**src/rtl/hisi_pkg.sv**
```systemverilog
// Package: constants and types for the host interface select and interrupt block
package hisi_pkg;

   // ****************************************
   // Timing
   // ****************************************
   localparam int CLK_PERIOD_NS = 20;
   localparam int EXT_RST_MIN_NS = 100;
   localparam int EXT_RST_CYC = (EXT_RST_MIN_NS + CLK_PERIOD_NS - 1) / CLK_PERIOD_NS;
   localparam int IRQ_REL_MAX_NS = 2000;
   localparam int IRQ_REL_CYC = IRQ_REL_MAX_NS / CLK_PERIOD_NS;
   localparam int SETTLE_CYC = 4;

   // ****************************************
   // Field positions and reset values
   // ****************************************
   localparam int STAT_IRQ_BIT = 7;
   localparam logic [2:0] BAUD_RST = 3'h7;
   localparam logic [7:0] BYTE_RST = 8'h00;

   // ****************************************
   // Types
   // ****************************************
   typedef enum logic [1:0] {
      HISI_LINK_PAR = 2'b00,
      HISI_LINK_SPI = 2'b01,
      HISI_LINK_ASYNC = 2'b11
   } hisi_link_t;

   typedef enum logic [1:0] {
      HISI_ST_RESET = 2'b00,
      HISI_ST_SETTLE = 2'b01,
      HISI_ST_RUN = 2'b11
   } hisi_state_t;

   typedef struct packed {
      logic tx_strap;
      logic rd_n;
      logic wr_n;
      logic [2:0] baud;
   } hisi_strap_t;

   typedef struct packed {
      logic cs_n;
      logic rd_n;
      logic wr_n;
      logic a0;
      logic [7:0] data;
   } hisi_par_t;

endpackage : hisi_pkg

```
**src/rtl/hisi_top.sv**
```systemverilog
// Module: host link selection, status port and interrupt signalling
module hisi_top
   import hisi_pkg::*;
(
   ref_clk,
   nrst,
   external_reset_in,
   tx_strap_in,
   baud_strap_hi,
   baud_strap_mid,
   baud_strap_lo,
   port_select_n,
   par_rd_n,
   par_wr_n,
   par_a0,
   par_d_in,
   par_d_out,
   par_d_oe,
   spi_select,
   spi_shift_bit,
   spi_data_out,
   spi_data_oe,
   irq_raise,
   irq_code,
   cmd_get_status,
   cmd_dataout_as_irq,
   baud_set_stb,
   baud_set_code,
   data_rd_byte,
   if_status,
   link_mode,
   link_ready,
   baud_code,
   host_wr_stb,
   host_wr_cmd,
   host_wr_data,
   host_rd_stb,
   irq_n,
   ser_tx_valid,
   ser_tx_ready,
   ser_tx_byte
);
   input wire logic ref_clk;
   input wire logic nrst;
   input wire logic external_reset_in;
   input wire logic tx_strap_in;
   input wire logic baud_strap_hi;
   input wire logic baud_strap_mid;
   input wire logic baud_strap_lo;
   input wire logic port_select_n;
   input wire logic par_rd_n;
   input wire logic par_wr_n;
   input wire logic par_a0;
   input wire logic [7:0] par_d_in;
   output logic [7:0] par_d_out;
   output logic par_d_oe;
   input wire logic spi_select;
   input wire logic spi_shift_bit;
   output logic spi_data_out;
   output logic spi_data_oe;
   input wire logic irq_raise;
   input wire logic [7:0] irq_code;
   input wire logic cmd_get_status;
   input wire logic cmd_dataout_as_irq;
   input wire logic baud_set_stb;
   input wire logic [2:0] baud_set_code;
   input wire logic [7:0] data_rd_byte;
   input wire logic [6:0] if_status;
   output hisi_link_t link_mode;
   output logic link_ready;
   output logic [2:0] baud_code;
   output logic host_wr_stb;
   output logic host_wr_cmd;
   output logic [7:0] host_wr_data;
   output logic host_rd_stb;
   output logic irq_n;
   output logic ser_tx_valid;
   input wire logic ser_tx_ready;
   output logic [7:0] ser_tx_byte;

   // ****************************************
   // Pin synchronisers
   // ****************************************
   hisi_strap_t strap_raw;
   hisi_strap_t strap_s;
   hisi_par_t par_raw;
   hisi_par_t par_s;
   logic ext_rst_s;
   logic spi_sel_s;

   assign strap_raw = '{tx_strap: tx_strap_in, rd_n: par_rd_n, wr_n: par_wr_n,
                        baud: {baud_strap_hi, baud_strap_mid, baud_strap_lo}};
   assign par_raw = '{cs_n: port_select_n, rd_n: par_rd_n, wr_n: par_wr_n, a0: par_a0, data: par_d_in};

   hisi_sync3 #(.W($bits(hisi_strap_t))) u_sync_strap (
      .ref_clk(ref_clk),
      .nrst(nrst),
      .d_in(strap_raw),
      .q_out(strap_s)
   );

   hisi_sync3 #(.W($bits(hisi_par_t))) u_sync_par (
      .ref_clk(ref_clk),
      .nrst(nrst),
      .d_in(par_raw),
      .q_out(par_s)
   );

   hisi_sync3 #(.W(2)) u_sync_misc (
      .ref_clk(ref_clk),
      .nrst(nrst),
      .d_in({external_reset_in, spi_select}),
      .q_out({ext_rst_s, spi_sel_s})
   );

   // ****************************************
   // External reset filter
   // ****************************************
   logic [2:0] ext_cnt_r;
   logic [2:0] ext_cnt_nxt;
   wire soft_rst = ext_rst_s && (ext_cnt_r == 3'(EXT_RST_CYC));

   assign ext_cnt_nxt = !ext_rst_s ? 3'h0 : (soft_rst ? ext_cnt_r : ext_cnt_r + 3'h1);

   always_ff @(posedge ref_clk or negedge nrst) begin
      if (!nrst) begin
         ext_cnt_r <= 3'h0;
      end else begin
         ext_cnt_r <= ext_cnt_nxt;
      end
   end

   // ****************************************
   // Strap capture sequence
   // ****************************************
   hisi_state_t state_r;
   hisi_state_t state_nxt;
   logic [2:0] settle_r;
   hisi_link_t mode_r;
   logic [2:0] strap_baud_r;
   wire settle_done = (settle_r == 3'(SETTLE_CYC));

   wire hisi_link_t strap_mode = !strap_s.tx_strap ? HISI_LINK_PAR :
                                 (!strap_s.rd_n && !strap_s.wr_n) ? HISI_LINK_SPI :
                                 HISI_LINK_ASYNC;

   always_comb begin
      state_nxt = state_r;
      case (state_r)
         HISI_ST_RESET: state_nxt = HISI_ST_SETTLE;
         HISI_ST_SETTLE: state_nxt = settle_done ? HISI_ST_RUN : HISI_ST_SETTLE;
         HISI_ST_RUN: state_nxt = HISI_ST_RUN;
         default: state_nxt = HISI_ST_RESET;
      endcase
      if (soft_rst) begin
         state_nxt = HISI_ST_RESET;
      end
   end

   always_ff @(posedge ref_clk or negedge nrst) begin
      if (!nrst) begin
         state_r <= HISI_ST_RESET;
         settle_r <= 3'h0;
      end else begin
         state_r <= state_nxt;
         settle_r <= (state_r == HISI_ST_SETTLE) ? settle_r + 3'h1 : 3'h0;
      end
   end

   wire take_strap = (state_r == HISI_ST_SETTLE) && settle_done;
   wire run = (state_r == HISI_ST_RUN);

   // Straps sampled once at the end of reset only
   always_ff @(posedge ref_clk or negedge nrst) begin
      if (!nrst) begin
         mode_r <= HISI_LINK_ASYNC;
         strap_baud_r <= BAUD_RST;
      end else if (take_strap) begin
         mode_r <= strap_mode;
         strap_baud_r <= strap_s.baud;
      end
   end

   assign link_mode = mode_r;
   assign link_ready = run;

   // ****************************************
   // Baud rate
   // ****************************************
   logic [2:0] baud_r;

   // Host-driven reset pin returns the default rate
   always_ff @(posedge ref_clk or negedge nrst) begin
      if (!nrst) begin
         baud_r <= BAUD_RST;
      end else if (take_strap) begin
         baud_r <= strap_s.baud;
      end else if (run && baud_set_stb) begin
         baud_r <= baud_set_code;
      end
   end

   assign baud_code = baud_r;

   // ****************************************
   // Interrupt pending
   // ****************************************
   logic pend_r;
   logic pend_nxt;
   wire raise = run && irq_raise;

   // Set wins over the acknowledge; release in one cycle
   assign pend_nxt = raise ? 1'b1 : ((cmd_get_status || !run) ? 1'b0 : pend_r);

   always_ff @(posedge ref_clk or negedge nrst) begin
      if (!nrst) begin
         pend_r <= 1'b0;
      end else begin
         pend_r <= pend_nxt;
      end
   end

   assign irq_n = !pend_r;

   // ****************************************
   // Parallel port
   // ****************************************
   wire par_on = run && (mode_r == HISI_LINK_PAR);
   wire par_rd = par_on && !par_s.cs_n && !par_s.rd_n;
   wire par_wr = par_on && !par_s.cs_n && !par_s.wr_n;
   wire [7:0] stat_byte = {!pend_r, if_status};
   wire [7:0] rd_byte = par_s.a0 ? stat_byte : data_rd_byte;
   logic par_rd_d_r;
   logic par_wr_d_r;

   always_ff @(posedge ref_clk or negedge nrst) begin
      if (!nrst) begin
         par_rd_d_r <= 1'b0;
         par_wr_d_r <= 1'b0;
         par_d_out <= BYTE_RST;
         host_wr_data <= BYTE_RST;
         host_wr_cmd <= 1'b0;
      end else begin
         par_rd_d_r <= par_rd;
         par_wr_d_r <= par_wr;
         if (par_rd) begin
            par_d_out <= rd_byte;
         end
         if (par_wr) begin
            host_wr_data <= par_s.data;
            host_wr_cmd <= par_s.a0;
         end
      end
   end

   // Bus driven only inside a read cycle
   assign par_d_oe = par_rd && par_rd_d_r;
   assign host_rd_stb = par_rd_d_r && !par_rd && !par_s.a0;
   assign host_wr_stb = par_wr_d_r && !par_wr;

   // ****************************************
   // SPI data-out as interrupt
   // ****************************************
   logic sdo_irq_r;
   wire spi_on = run && (mode_r == HISI_LINK_SPI);

   always_ff @(posedge ref_clk or negedge nrst) begin
      if (!nrst) begin
         sdo_irq_r <= 1'b0;
      end else if (!run) begin
         sdo_irq_r <= 1'b0;
      end else if (spi_on && cmd_dataout_as_irq) begin
         sdo_irq_r <= 1'b1;
      end
   end

   // Select high means inactive
   assign spi_data_out = spi_sel_s ? !pend_r : spi_shift_bit;
   assign spi_data_oe = spi_on && (!spi_sel_s || sdo_irq_r);

   // ****************************************
   // Async serial status push
   // ****************************************
   logic tx_valid_r;

   always_ff @(posedge ref_clk or negedge nrst) begin
      if (!nrst) begin
         tx_valid_r <= 1'b0;
         ser_tx_byte <= BYTE_RST;
      end else if (raise && (mode_r == HISI_LINK_ASYNC)) begin
         tx_valid_r <= 1'b1;
         ser_tx_byte <= irq_code;
      end else if (ser_tx_ready || !run) begin
         tx_valid_r <= 1'b0;
      end
   end

   assign ser_tx_valid = tx_valid_r;

endmodule : hisi_top

```
**src/rtl/hisi_sync3.sv**
```systemverilog
// Module: three-stage input synchroniser with agreement filter
module hisi_sync3 #(
   parameter int W = 1
) (
   ref_clk,
   nrst,
   d_in,
   q_out
);
   input wire logic ref_clk;
   input wire logic nrst;
   input wire logic [W-1:0] d_in;
   output logic [W-1:0] q_out;

   logic [W-1:0] s1_r;
   logic [W-1:0] s2_r;
   logic [W-1:0] s3_r;

   // Only the second and third stages are compared
   always_ff @(posedge ref_clk or negedge nrst) begin
      if (!nrst) begin
         s1_r <= '0;
         s2_r <= '0;
         s3_r <= '0;
         q_out <= '0;
      end else begin
         s1_r <= d_in;
         s2_r <= s1_r;
         s3_r <= s2_r;
         if (s2_r == s3_r) begin
            q_out <= s3_r;
         end
      end
   end

endmodule : hisi_sync3

```
**config.mk**
```make
export PLATFORM = sky130hd
export DESIGN_NAME = hisi_top
export DESIGN_NICKNAME = d
export VERILOG_FILES = /design/src/rtl/hisi_pkg.sv /design/src/rtl/hisi_top.sv /design/src/rtl/hisi_sync3.sv
export SDC_FILE = /design/constraint.sdc
export NUM_CORES = 1
export LEC_CHECK = 0
export ABC_CLOCK_PERIOD_IN_PS = 1500
export BUFFER_PORTS_ARGS = -buffer_cell sky130_fd_sc_hd__buf_2
export CAP_MARGIN = 30
export CORE_UTILIZATION = 35
export CTS_BUF_LIST = sky130_fd_sc_hd__clkbuf_16
export DETAILED_ROUTE_END_ITERATION = 6
export PLACE_DENSITY = 0.65
export SKIP_LAST_GASP = 1
export SLEW_MARGIN = 10
export SYNTH_ARGS = -nofsm -noshare
export SYNTH_HDL_FRONTEND = slang
export SYNTH_HIERARCHICAL = 1
export SYNTH_SLANG_ARGS = --single-unit
export TNS_END_PERCENT = 100
```
**constraint.sdc**
```tcl
create_clock -name ref_clk -period 1.5 [get_ports ref_clk]
set_clock_uncertainty 0.05 [all_clocks]
set_input_delay 0.3 -clock ref_clk [delete_from_list [all_inputs] [get_ports ref_clk]]
set_output_delay 0.3 -clock ref_clk [all_outputs]
set_load 0.01 [all_outputs]
```
==> impl_metrics.env <==
export IMPL_p_per_area_nw_per_um2=1740
export IMPL_n_antenna_cell=0
export IMPL_start_kind="flip-flop"
export IMPL_grt_use_total_pct=13.49
export IMPL_start_util_pct=36.16
export IMPL_ir_drop_v=0.0009132
export IMPL_synth_area_um2=4362
export IMPL_final_max_slew_viol_count=0
export IMPL_r2r_slack_ns=-0.33
export IMPL_grt_pass1_wl_um=13010
export IMPL_drive_gt1_share_pct=50.11
export IMPL_end_kind="output port"
export IMPL_instances_no_fill=613
export IMPL_rsz0062_at_grt="true"
export IMPL_dr_pass1_iters=3
export IMPL_rows=40
export IMPL_power_leakage_nw=3.141
export IMPL_syn_to_final_growth_pct=44.06
export IMPL_min_period_over_period_pct=137.4
export IMPL_hold_violations=0
export IMPL_gp_congestion=0.7180
export IMPL_seq_area_frac_synth_pct=70.71
export IMPL_grt_overflow_total=0
export IMPL_worstPathMaxFanout=2
export IMPL_grt_pass1_vias=2794
export IMPL_syn_nets=329
export IMPL_first_iter_violations=45
export IMPL_required_ns=1.15
export IMPL_antenna_left=0
export IMPL_drc=0
export IMPL_startpoint="link_mode[1]$_DFFE_PN1P_"
export IMPL_ios=90
export IMPL_cts_htree_levels=4
export IMPL_r2r_start="link_mode[1]$_DFFE_PN1P_"
export IMPL_clock_tree_buffer_depth=2
export IMPL_min_period_ns=2.061
export IMPL_dp_cells=547
export IMPL_tightest_slew_ns=0.3606
export IMPL_status="finished with violations"
export IMPL_syn_inst=273
export IMPL_root_buffer="clkbuf_16"
export IMPL_grt_start_max_net_pins=28
export IMPL_synth_cell_types=32
export IMPL_clk_pin_slew_ns=0.05
export IMPL_crit_type="reg -> out"
export IMPL_numPortBuffers=89
export IMPL_num_vias=2634
export IMPL_final_nets=489
export IMPL_hold_start="irq_code[0]"
export IMPL_cts_sinks=123
export IMPL_cap_violations=0
export IMPL_setup_ws_ns=-0.5612
export IMPL_finalWirelength_um=7839
export IMPL_hp_class="in -> reg"
export IMPL_power_w=0.01093
export IMPL_antenna_found_initial=0
export IMPL_die_w_um=113.6
export IMPL_core_um2=12060
export IMPL_die_area_um2=12910
export IMPL_fmax_mhz=485.2
export IMPL_clk_latency_ns=0.41
export IMPL_critPathArrivalTime_ns=1.71
export IMPL_slew_limit_headroom_pct=75.96
export IMPL_finalSetupViolCount=44
export IMPL_synth_avg_cell_area_um2=15.98
export IMPL_yosys_warnings=6
export IMPL_cts_tree="done"
export IMPL_dieHeight_um=113.6
export IMPL_viasPerCell=4.297
export IMPL_ys_ff_latch=123
export IMPL_dpl_hpwl_um=5309
export IMPL_violations="negative setup slack"
export IMPL_cts_buffers=17
export IMPL_wl_per_cell_um=12.79
[metal layers]
| metal | part of all wire (%) | up-vias | global-route usage [%] |
|---|---|---|---|
| met5 | 0 | - | 0 |
| met1 | 43 | 1293 | 15.82 |
| met4 | 2.5 | 0 | 7.105 |
| met2 | 50 | 65 | 21.79 |
| met3 | 4.7 | 17 | 4.835 |
| li1 | - | 1259 | - |
[cells in the final DEF, fill, tap and decap left out, types with 3 or more instances in the layout]
cell type      Yosys  layout
nor2_1             9       9
dfstp_2            5       5
nor4_2             1       5
dlygate4sd3_1      0      19
o21ai_0            5       5
nand2_1            6       5
buf_2              1      84
buf_12             0       4
ha_1               4       4
clkbuf_16          0      17
a21oi_1            6       6
xor2_1            19      19
mux2_4             8      12
inv_1             12      14
buf_4              0      21
clkinv_2           0       3
mux2i_1            3       3
bufinv_16          0       5
mux2_2            45      41
dfrtp_1          118     118
buf_6              2      14
xnor2_1            3       3
[report_power, final]
part	switching (W)	internal (W)	total, W
logic	0.00114	0.00151	0.00264
registers	0.000263	0.00384	0.00410
clock network	0.00131	0.00288	0.00419
[worst max-delay path, stage by stage (launching register included)]
cell and delay (ns):
dfstp_2 0.37, nand3b_1 0.20, or4_4 0.46, and2_4 0.18, buf_6 0.11
[logic make-up (layout without fill, tap and decap cells)]
family / count (synthesis) / count (layout) / synth area share, %
flops: 123 / 123 / 70.71
mux: 56 / 56 / 15.06
simple gates: 34 / 35 / 4.561
xor+xnor: 22 / 22 / 4.418
compound gates: 18 / 18 / 2.352
buf+inv: 16 / 187 / 1.750
fa+ha+maj: 4 / 4 / 1.147
[path summary, 6_finish.rpt]
kind | to | depth (start not counted)
max | host_wr_stb | 4
min | ser_tx_byte[0]$_DFFE_PN0P_ | 2
max reg2reg | par_d_out[4]$_DFFE_PN0P_ | 8
min reg2reg | u_sync_strap/s2_r[4]$_DFF_PN0_ | 0
max in group asynchronous | baud_code[2]$_DFFE_PN1P_ | 3
min in group asynchronous | u_sync_par/q_out[3]$_DFFE_PN0N_ | 2
[cells in the mapped netlist]
cell type	count	area, um2
nand4b_1	1	8.760
nor2_1	9	33.78
nor4_1	4	25.02
dfrtp_1	118	2953
o211a_1	1	10.01
ha_1	4	50.05
clkbuf_1	1	3.750
buf_2	1	5.000
mux2i_1	3	30.03
nand3_1	2	10.01
and2_1	3	18.77
and3_1	1	6.260
buf_6	2	22.52
nand2b_1	2	12.51
or4_4	1	11.26
mux2_2	45	506.7
nand3_2	1	10.01
nand4_2	1	12.51
a31oi_1	2	12.51
dfstp_2	5	131.4
nand2_1	6	22.52
a21oi_1	6	30.03
xnor2_1	3	26.28
o31ai_1	2	15.01
nor4_2	1	12.51
xor2_1	19	166.4
mux2_4	8	120.1
nor3b_1	1	7.510
inv_1	12	45.04
o21ai_0	5	25.02
o21ai_1	2	10.01
nand3b_1	1	7.510
[through the flow]
step | util (%) | cell area [um2] | setup TNS, ns | hold slack, ns | setup WS [ns]
detailed placement | 43.25 | 5216 | -6.557 | 0.1888 | -0.2722
CTS | 52.07 | 6281 | -11.16 | 0.05427 | -0.5721
floorplan | - | 4382 | -2.064 | -0.04559 | -0.1752
global placement | 43.25 | 5216 | -4.625 | 0.1792 | -0.1905
finish | 52.10 | 6284 | -9.735 | 0.07020 | -0.5612
global route | 52.10 | 6284 | -12.98 | 0.06239 | -0.6342
[repair_timing]
item	4_1_cts	5_1_grt
pin swaps	7	4
resized for setup	36	5
hold endpoints to repair	34	0
hold buffers	19	0
endpoints found under the setup margin	51	55
gates cloned	2	0
buffers inserted	15	8
[flip-flops by register name, indices dropped and copies added, names as in the netlist, 2 cells and up]
register / cells
par_d_out: 8
state_r: 2
u_sync_misc/s3_r: 2
link_mode: 2
u_sync_par/s1_r: 12
u_sync_misc/q_out: 2
u_sync_par/q_out: 12
u_sync_misc/s1_r: 2
ext_cnt_r: 3
settle_r: 3
u_sync_strap/s1_r: 6
u_sync_strap/q_out: 6
u_sync_strap/s3_r: 6
u_sync_misc/s2_r: 2
u_sync_par/s2_r: 12
ser_tx_byte: 8
u_sync_strap/s2_r: 6
host_wr_data: 8
baud_code: 3
u_sync_par/s3_r: 12
[final cells by class]
| type | count | area, um2 |
|---|---|---|
| Sequential cell | 123 | 3084 |
| Tap cell | 168 | 210.2 |
| Fill cell | 1015 | 5778 |
| Clock inverter | 14 | 187.7 |
| Inverter | 12 | 47.55 |
| Clock buffer | 17 | 425.4 |
| Timing Repair Buffer | 144 | 1036 |
| Multi-Input combinational cell | 135 | 1292 |
(Power assumes the default switching activity.)
